--- config.mk ---
export PLATFORM = sky130hd
export DESIGN_NAME = refresh_device
export DESIGN_NICKNAME = d
export VERILOG_FILES = /design/src/core/refresh_pkg.sv /design/src/core/refresh_timer.sv /design/src/core/refresh_device.sv
export VERILOG_INCLUDE_DIRS = /design/src /design/src/core
export SDC_FILE = /design/constraint.sdc
export NUM_CORES = 1
export LEC_CHECK = 0
export CAP_MARGIN = 30
export CORE_MARGIN = 2
export CORE_UTILIZATION = 50
export DETAILED_ROUTE_END_ITERATION = 10
export DONT_BUFFER_PORTS = 1
export PLACE_DENSITY = 0.62
export SYNTH_ARGS = -nofsm -noshare
export SYNTH_HDL_FRONTEND = slang
export SYNTH_SLANG_ARGS = --single-unit
--- constraint.sdc ---
create_clock -name clk -period 2.4 [get_ports clk]
set_input_delay 0.24 -clock clk [delete_from_list [all_inputs] [get_ports clk]]
set_output_delay 0.24 -clock clk [all_outputs]
set_load 0.01 [all_outputs]
--- src/core/refresh_cfg.svh ---
/*
  Constants for the DDR2 refresh and self-refresh device model.
  Assumes inclusion by bare name from core/ files only.
*/
`ifndef REFRESH_CFG_SVH
`define REFRESH_CFG_SVH

`define CLK_PERIOD_PS 25000
// Refresh cycle time, least, in picoseconds.
`define T_RFC_PS 127500
`define RFC_CYCLES ((`T_RFC_PS + `CLK_PERIOD_PS - 1) / `CLK_PERIOD_PS)
// Least clock-enable pulse time in picoseconds.
`define T_CKE_PS 75000
`define CKE_CYCLES ((`T_CKE_PS + `CLK_PERIOD_PS - 1) / `CLK_PERIOD_PS)
// Self refresh timer load. The pulse register adds one clock to each run,
// so the first self-timed refresh lands inside the clock-enable pulse time.
`define SELF_TIMER_CYCLES ((`T_CKE_PS / `CLK_PERIOD_PS) - 2)
// Pin levels of a deselect with clock enable high, in synchroniser order:
// cke, cs_n, ras_n, cas_n, we_n, odt.
`define PIN_IDLE 6'h3E
`define BANK_COUNT 8
`define ROW_BITS 14

`endif

--- src/core/refresh_pkg.sv ---
/*
  Types for the DDR2 refresh device model.
  Assumes refresh_cfg.svh is on the include path.
*/
package refresh_pkg;
  typedef enum logic [2:0] {
    cmd_deselect, cmd_nop, cmd_refresh, cmd_self_entry,
    cmd_precharge, cmd_other
  } command_type;
  typedef enum logic [1:0] {
    st_idle, st_refresh, st_self, st_exit
  } mode_type;
endpackage

--- src/core/refresh_timer.sv ---
/*
  Down counter that loads on start and pulses done when it runs out.
  Assumes a single clock and active-low asynchronous reset.
*/
`timescale 1ns/1ps
`default_nettype none
module refresh_timer #(
  parameter int WIDTH = 8
) (
  // Clock and reset
  input wire logic clk,
  input wire logic rst_n,
  // Control
  input wire logic start,
  input wire logic [WIDTH-1:0] load,
  // Status
  output logic busy,
  output logic done
);
  typedef struct packed {
    logic [WIDTH-1:0] count;
    logic busy;
    logic done;
  } timer_state_type;
  timer_state_type state;
  timer_state_type next_state;

  always_comb begin
    next_state = state;
    next_state.done = 1'b0;
    if (start) begin
      next_state.count = load;
      next_state.busy = 1'b1;
    end else if (state.busy) begin
      if (state.count <= WIDTH'(1)) begin
        next_state.busy = 1'b0;
        next_state.done = 1'b1;
        next_state.count = '0;
      end else begin
        next_state.count = state.count - WIDTH'(1);
      end
    end
  end

  always_ff @(posedge clk or negedge rst_n) begin
    if (!rst_n) begin
      state <= '0;
    end else begin
      state <= next_state;
    end
  end

  assign busy = state.busy;
  assign done = state.done;
endmodule
`default_nettype wire

--- src/core/refresh_device.sv ---
/*
  DDR2 device-side refresh and self-refresh behaviour: decodes the command
  pins, runs the internal refresh row counter, holds bank idle state, gates
  the internal clock and the DLL in self refresh and self-times refreshes.
  Assumes command pins arrive from the controller asynchronously to clk.
*/
// What this block does
// - Select, row and column strobes low, write high decodes auto refresh.
// - Refresh row comes from the internal counter, not the address pins.
// - Finished refresh leaves every bank precharged and idle.
// - Refresh decode with clock enable low enters self refresh.
// - Clock enable held low keeps self refresh; other inputs ignored.
// - DLL and internal clock are off throughout self refresh.
// - One internal refresh occurs within the clock-enable pulse time.
// - Select low with the three strobes high is a no-op.
`timescale 1ns/1ps
`default_nettype none
`include "refresh_cfg.svh"
module refresh_device #(
  parameter int ROW_BITS = `ROW_BITS,
  parameter int BANKS = `BANK_COUNT,
  parameter int TIMER_BITS = 8
) (
  // Clock and reset
  input wire logic clk,
  input wire logic rst_n,
  // Command pins from the controller
  input wire logic cke,
  input wire logic cs_n,
  input wire logic ras_n,
  input wire logic cas_n,
  input wire logic we_n,
  input wire logic odt,
  input wire logic [BANKS-1:0] precharge_banks,
  input wire logic [BANKS-1:0] activate_banks,
  // Device state
  output logic [BANKS-1:0] bank_idle,
  output logic [ROW_BITS-1:0] refresh_row,
  output logic refresh_pulse,
  output logic refresh_busy,
  output logic self_refresh,
  output logic dll_enable,
  output logic internal_clock_enable,
  output logic termination_on,
  output refresh_pkg::mode_type mode
);
  import refresh_pkg::*;

  ////////////////////////////////////////////////////////////////////////
  // Pins pass a two-stage synchroniser before any decode reads them.
  // The bank masks ride the same stages, so they stay aligned with it.
  localparam int PIN_BITS = 6 + 2 * BANKS;
  logic [PIN_BITS-1:0] pin_meta;
  logic [PIN_BITS-1:0] pin_sync;

  always_ff @(posedge clk or negedge rst_n) begin
    if (!rst_n) begin
      // Reset to an idle bus, so the first decode never sees a stray command.
      pin_meta <= {`PIN_IDLE, {(2 * BANKS){1'b0}}};
      pin_sync <= {`PIN_IDLE, {(2 * BANKS){1'b0}}};
    end else begin
      pin_meta <= {cke, cs_n, ras_n, cas_n, we_n, odt,
                   precharge_banks, activate_banks};
      pin_sync <= pin_meta;
    end
  end

  logic s_cke, s_cs_n, s_ras_n, s_cas_n, s_we_n, s_odt;
  logic [BANKS-1:0] s_pre, s_act;
  assign {s_cke, s_cs_n, s_ras_n, s_cas_n, s_we_n, s_odt, s_pre, s_act} =
    pin_sync;

  ////////////////////////////////////////////////////////////////////////
  // Deselect and no-op leave all state but the sampled odt alone; neither ends a refresh.
  command_type command;

  always_comb begin
    command = cmd_other;
    if (s_cs_n) begin
      command = cmd_deselect;
    end else if (s_ras_n && s_cas_n && s_we_n) begin
      command = cmd_nop;
    end else if (!s_ras_n && !s_cas_n && s_we_n) begin
      command = s_cke ? cmd_refresh : cmd_self_entry;
    end else if (!s_ras_n && s_cas_n && !s_we_n) begin
      command = cmd_precharge;
    end
  end

  ////////////////////////////////////////////////////////////////////////
  // The shared timer serves both the refresh cycle and the self-refresh
  // interval; they never overlap, which saves a second counter.
  logic timer_start;
  logic [TIMER_BITS-1:0] timer_load;
  logic timer_busy;
  logic timer_done;

  refresh_timer #(
    .WIDTH(TIMER_BITS)
  ) timer (
    .clk(clk),
    .rst_n(rst_n),
    .start(timer_start),
    .load(timer_load),
    .busy(timer_busy),
    .done(timer_done)
  );

  // Mode, row counter and bank idle bits share one register, so a refresh,
  // its row step and its pulse always land on the same edge.
  typedef struct packed {
    mode_type mode;
    logic [ROW_BITS-1:0] row;
    logic [BANKS-1:0] idle;
    logic pulse;
    logic odt_seen;
  } device_state_type;
  device_state_type state;
  device_state_type next_state;

  always_comb begin
    next_state = state;
    next_state.pulse = 1'b0;
    timer_start = 1'b0;
    timer_load = TIMER_BITS'(`RFC_CYCLES);
    next_state.odt_seen = s_odt;
    case (state.mode)
      st_idle: begin
        if (command == cmd_precharge) begin
          next_state.idle = state.idle | s_pre;
        end else if (command == cmd_other) begin
          // Any other selected command opens the banks on activate_banks;
          // the bank comes from that port, not from an address decode.
          next_state.idle = state.idle & ~s_act;
        end else if (command == cmd_refresh) begin
          next_state.mode = st_refresh;
          next_state.pulse = 1'b1;
          next_state.row = state.row + ROW_BITS'(1);
          timer_start = 1'b1;
        end else if (command == cmd_self_entry) begin
          // The first self-timed refresh follows within the clock-enable
          // pulse time, so no row is starved across the entry.
          next_state.mode = st_self;
          timer_start = 1'b1;
          timer_load = TIMER_BITS'(`SELF_TIMER_CYCLES);
        end
      end
      st_refresh: begin
        // Commands are dropped until the refresh cycle time has run out.
        if (timer_done) begin
          next_state.mode = st_idle;
          next_state.idle = '1;
        end
      end
      st_self: begin
        // Only clock enable is looked at here.
        if (timer_done) begin
          next_state.pulse = 1'b1;
          next_state.row = state.row + ROW_BITS'(1);
          timer_start = 1'b1;
          timer_load = TIMER_BITS'(`SELF_TIMER_CYCLES);
        end
        // Raising clock enable cuts a self-timed run short; the exit timer
        // then covers a full refresh cycle, so no row is left half done.
        if (s_cke) begin
          next_state.mode = st_exit;
          timer_start = 1'b1;
          timer_load = TIMER_BITS'(`RFC_CYCLES);
        end
      end
      st_exit: begin
        // A refresh running at exit finishes before commands are decoded.
        if (timer_done) begin
          next_state.mode = st_idle;
          next_state.idle = '1;
        end
      end
      default: begin
        // All four encodings are used; a mode with unknown bits falls back to idle rather than locking up.
        next_state.mode = st_idle;
      end
    endcase
  end

  always_ff @(posedge clk or negedge rst_n) begin
    if (!rst_n) begin
      state <= '{mode: st_idle, row: '0, idle: '1, pulse: 1'b0,
                 odt_seen: 1'b0};
    end else begin
      state <= next_state;
    end
  end

  ////////////////////////////////////////////////////////////////////////
  assign bank_idle = state.idle;
  assign refresh_row = state.row;
  assign refresh_pulse = state.pulse;
  assign refresh_busy = timer_busy;
  assign mode = state.mode;
  assign self_refresh = (state.mode == st_self);
  // The DLL and internal clock return as soon as exit is seen, while
  // commands stay ignored until the exit timer has run out.
  assign dll_enable = (state.mode != st_self);
  assign internal_clock_enable = (state.mode != st_self);
  assign termination_on = state.odt_seen && (state.mode != st_self);
endmodule
`default_nettype wire

After elaboration in Yosys (flattened, before gate mapping). Cells that the tools add are included.

Register bits: 80. Input port bits: 24. Output and inout port bits: 30.

$add $sub $neg: 2. Order comparisons: 1. Equality and inequality tests: 16. Multiplexer cells: 42. Bitwise logic cells: 3. Reductions and logical operators: 18.

Operators by type and width (number): two-way mux 8 bit (5); two-way mux 16 bit (2); one-hot mux 8 bit (2 select lines) (2); two-way mux 14 bit (2); one-hot mux 14 bit (2 select lines) (1); two-way mux 3 bit (8); adder 14 x 1 -> 14 bit, second input constant (1); two-way mux 1 bit (12); two-way mux 10 bit (1); two-way mux 2 bit (5); AND reduction 5 bit (2); two-way mux 9 bit (1); AND 8 bit (1); less-or-equal comparator 8 x 1 -> 1 bit, second input constant (1); inequality test 2 bit, second input constant (4); inverter 8 bit (1); bitwise OR 8 bit (1); subtractor 8 x 1 -> 8 bit, second input constant (1); logical AND 1 bit (7); == test 3 x 2 -> 1 bit, second input constant (2); == test 3 bit, second input constant (2); inequality test 2 x 1 -> 1 bit, second input constant (3); inequality test 3 bit, second input constant (2); one-hot mux 2 bit (3 select lines) (1); 8 further kinds (14).

Depth between registers and ports, before layout.
Depth in word-level cells: 14. Mapped depth: 6. Mapped depth without buffers: 6.

Cells and area by module. A second synthesis with hierarchy kept.

Cell total of the unflattened synthesis: 258. Area, all modules: 3244.4 um^2.

By module, submodules not included: refresh_device (times used 1, cells an instance 196, area each 2663.8 um^2, sequential area each 1774.2 um^2); refresh_timer (times used 1, cells an instance 62, area each 580.6 um^2, sequential area each 250.2 um^2).

Least setup slack after synthesis. Ideal clock, no wire load.

Path kind: reg2reg. Start: register timer.state, in the netlist timer.busy. End: register timer.state[9] in the netlist's numbering. Library setup time: 74 ps. Arrival: 1969 ps. Data required time: 2326 ps. Slack: 357 ps. Cell stages (with the launch flop): 5. Buffers on the path: 0. Clock period less this slack: 2043 ps. Cell sequence: dfrtp_1 > or4b_4 > or4b_4 > or3b_1 > a21oi_2.

Word-level cells in the longest chain between the ends: 1.

RTL lines: from (decl) (RTL line refresh_timer.sv:25) `timer_state_type state;`; from (signal assigned) (RTL line refresh_timer.sv:49) `state <= next_state;`; nonzero test 2 bit (no line).

Every way passes these cells. A chain may end at the register's enable or synchronous reset.

Final worst setup path.
Start: register pin_sync[17]. End: register state, in the netlist refresh_row[9].

Word-level cells in the longest chain between the ends: 9. Elaborated cells between the ends (all ways): 15.

RTL lines: from (decl) (RTL line refresh_device.sv:54) `logic [PIN_BITS-1:0] pin_sync;`; from (signal assigned) (RTL line refresh_device.sv:60) `` pin_sync <= {`PIN_IDLE, {(2 * BANKS){1'b0}}}; ``; from (signal assigned) (RTL line refresh_device.sv:64) `pin_sync <= pin_meta;`; zero test 1 bit (RTL line refresh_device.sv:85) `end else if (!s_ras_n && s_cas_n && !s_we_n) begin`; logical AND 1 bit (RTL line refresh_device.sv:85); two-way mux 1 bit (RTL line refresh_device.sv:85); two-way mux 3 bit (RTL line refresh_device.sv:83) `end else if (!s_ras_n && !s_cas_n && s_we_n) begin`; two-way mux 3 bit (*) (RTL line refresh_device.sv:81) `end else if (s_ras_n && s_cas_n && s_we_n) begin`; two-way mux 3 bit (*) (RTL line refresh_device.sv:79) `if (s_cs_n) begin`; == test 3 x 2 -> 1 bit, or another cell as far along (RTL line refresh_device.sv:135) `end else if (command == cmd_refresh) begin`; inequality test 2 bit (no line); AND reduction 5 bit (no line) (*); to (signal assigned) (RTL line refresh_device.sv:187) `state <= '{mode: st_idle, row: '0, idle: '1, pulse: 1'b0,`; to (signal assigned) (RTL line refresh_device.sv:190) `state <= next_state;`; to (decl) (RTL line refresh_device.sv:118) `device_state_type state;`.

Every way passes the cells marked *; elsewhere a longest branch is shown, timed or not.

==> impl_metrics.tcl <==
set metrics [dict create \
    clkSinkCount 80 \
    cts_buffers 9 \
    path_max_fanout 10 \
    drt_first_pass_iters 4 \
    fin_setup_tns_ps 0 \
    drv_cap 0 \
    via_per_inst 5.43 \
    track_usage 0.170 \
    ys_warn_count 0 \
    synth-main-ff-cell "dfrtp_1" \
    root_buffer "clkbuf_8" \
    die_w_um 83.2 \
    syn_nets 266 \
    ys_ff_latch 80 \
    grt_pass1_wl_mm 9.34 \
    fin_util 0.585 \
    drt_iter0_markers 91 \
    postRouteAntennaNets 0 \
    wire_per_inst_um 16.0 \
    synth-seq-area-share 0.645 \
    syn-cell-area_um2 3140 \
    p_leak_nw 1.55 \
    grt_max_degree 81 \
    holdCritStartpoint "pin_meta[7]" \
    routed_wirelength_mm 5.28 \
    powerDensity_nw_per_um2 1010 \
    final_common_cell "dfrtp_1" \
    status "finished clean" \
    fin_skew_ps 8.11 \
    cp-start-kind "flip-flop" \
    critPathKind "reg -> reg" \
    post_dp_cell_area_um2 3060 \
    busiest_layer "met2" \
    dp_hpwl_mm 3.44 \
    finalNetCount 277 \
    dr_total_vias 1791 \
    met2_usage 0.264 \
    insertion_delay_ps 340 \
    die_h_um 83.2 \
    cts_max_level 3 \
    remaining_drc_errors 0 \
    dpl.cell_count 290 \
    grt_pass1_vias 1863 \
    routabilityCongestion 0.763 \
    relSlewSlack 0.476 \
    fmax_mhz 448 \
    initial_core_util 0.524 \
    critPathArrivalTime_ps 2490 \
    async_flop_share 1.00 \
    grt-ovfl-total 0 \
    fp.coreArea_um2 5990 \
    cts_resized 0 \
    hold_class "reg -> reg" \
    layout_common_cells "dfrtp_1, dlygate4sd3_1, a21oi_1, dfstp_2, nand2_1" \
    synth_cell_type_count 41 \
    rows 28 \
    tightest_slew_ps 787 \
    syn_inst 239 \
    hold_slack_ps 351 \
    crit_path_end_kind "flip-flop" \
    r2r-start "pin_sync[17]" \
    area_growth_pct 11.7 \
    use_met1 0.215 \
    period_share 0.930 \
    critPathLaunch "pin_sync[17]" \
    clkSlewWorstSetupHoldPaths_ps 80 \
    setup_viol 0 \
    rsz0062_at_grt "no" \
    drive_gt1_frac 0.204 \
    crit_required_ps 2660 \
    ir_drop_mv 0.555 \
    fin_crit_ps 2230 \
    io_pins 54 \
    stdcell_area_um2 3500 \
    avgSynthCellArea_um2 13.1 \
    finalHoldViolCount 0 \
    grt_use_met3 0.0616 \
    cts_buffer_depth 2 \
    cts_tree "done" \
    io_buffers 0 \
    die_area_um2 6920 \
    num_antenna_cells 0 \
    layout.cells.non_filler 330 \
    synth_edf_count 0 \
    drv_slew 0 \
    grt_antenna_before_repair 0 \
]
final cells by class:
type / instances / area, um2
Clock buffer: 13 / 159
Timing Repair Buffer: 29 / 295
Multi-Input combinational cell: 124 / 883
Clock inverter: 3 / 25.0
Tap cell: 75 / 93.8
Inverter: 6 / 22.5
Fill cell: 477 / 2490
Sequential cell: 80 / 2020
synth_stat cells, drive strengths merged, types with 2 or more instances:
| master | number | area, um2 |
|---|---|---|
| nand4 | 5 | 31.3 |
| or3b | 3 | 26.3 |
| nand3 | 5 | 25.0 |
| nor4b | 3 | 45.0 |
| xnor2 | 3 | 26.3 |
| a22oi | 2 | 15.0 |
| dfrtp | 62 | 1550 |
| buf | 26 | 195 |
| o21ai | 4 | 20.0 |
| nand2 | 13 | 48.8 |
| or4b | 4 | 47.6 |
| o31ai | 2 | 20.0 |
| xor2 | 11 | 96.3 |
| clkbuf | 3 | 11.3 |
| nor4 | 5 | 62.6 |
| a21o | 2 | 15.0 |
| o22a | 8 | 70.1 |
| or3 | 3 | 18.8 |
| nor2 | 8 | 30.0 |
| nor3 | 4 | 20.0 |
| a21oi | 23 | 119 |
| ha | 3 | 37.5 |
| dfstp | 18 | 473 |
| and2 | 2 | 12.5 |
| inv | 6 | 22.5 |
what timing repair did:
item                                   CTS  global route
buffers inserted                         0             0
hold buffers                            24             0
endpoints found under the hold margin  102             0
kinds of logic after synthesis:
logic type,synth area share
DFF,0.645
xor gates and xnor gates,0.0391
AOI/OAI and AO/OA,0.101
muxes,0.00359
and+or+nand+nor,0.126
adders and majority gates,0.0120
buffers and inverters,0.0730
metrics by stage:
step / total power [mW] / setup slack [ps]
floorplan: 2.49 / 357
global placement: 2.55 / 244
detailed placement: 2.62 / 183
CTS: 3.60 / 166
global route: 3.80 / 49.1
finish: 3.54 / 167
worst max-delay path, stage by stage, from the launching register on:
cell	delay [ps]
dfstp_2	550
or4b_1	540
o2bb2a_1	510
nor4b_2	380
xor2_1	180
registers in the layout, indices dropped and copies added, names as in the netlist:
name,count
pin_meta,22
pin_sync,22
refresh_row,14
bank_idle,8
timer.state,8
mode,2
refresh_pulse,1
state,1
timer.busy,1
timer.done,1
worst paths after layout:
kind	endpoint	slack, ps	cells after the start
max reg2reg	refresh_row[9]	170	4
min reg2reg	pin_sync[7]	350	0
max	refresh_row[9]	170	4
max in group asynchronous	pin_sync[19]	1600	2
min	pin_sync[7]	350	0
min in group asynchronous	pin_meta[4]	470	2
metal layers:
layer | vias to the layer above | part of all wire
li1 | 842 | -
met1 | 900 | 0.44
met2 | 41 | 0.49
met3 | 8 | 0.055
met4 | 0 | 0.016
met5 | - | 0
where the power goes:
part	leakage [nW]	internal, mW	total, mW	switching (mW)
Clock	0.0902	0.439	0.899	0.460
Sequential	0.955	1.59	1.78	0.190
Combinational	0.507	0.366	0.864	0.498
Total	1.55	2.39	3.54	1.15
Power figures use the tool's default switching activity.
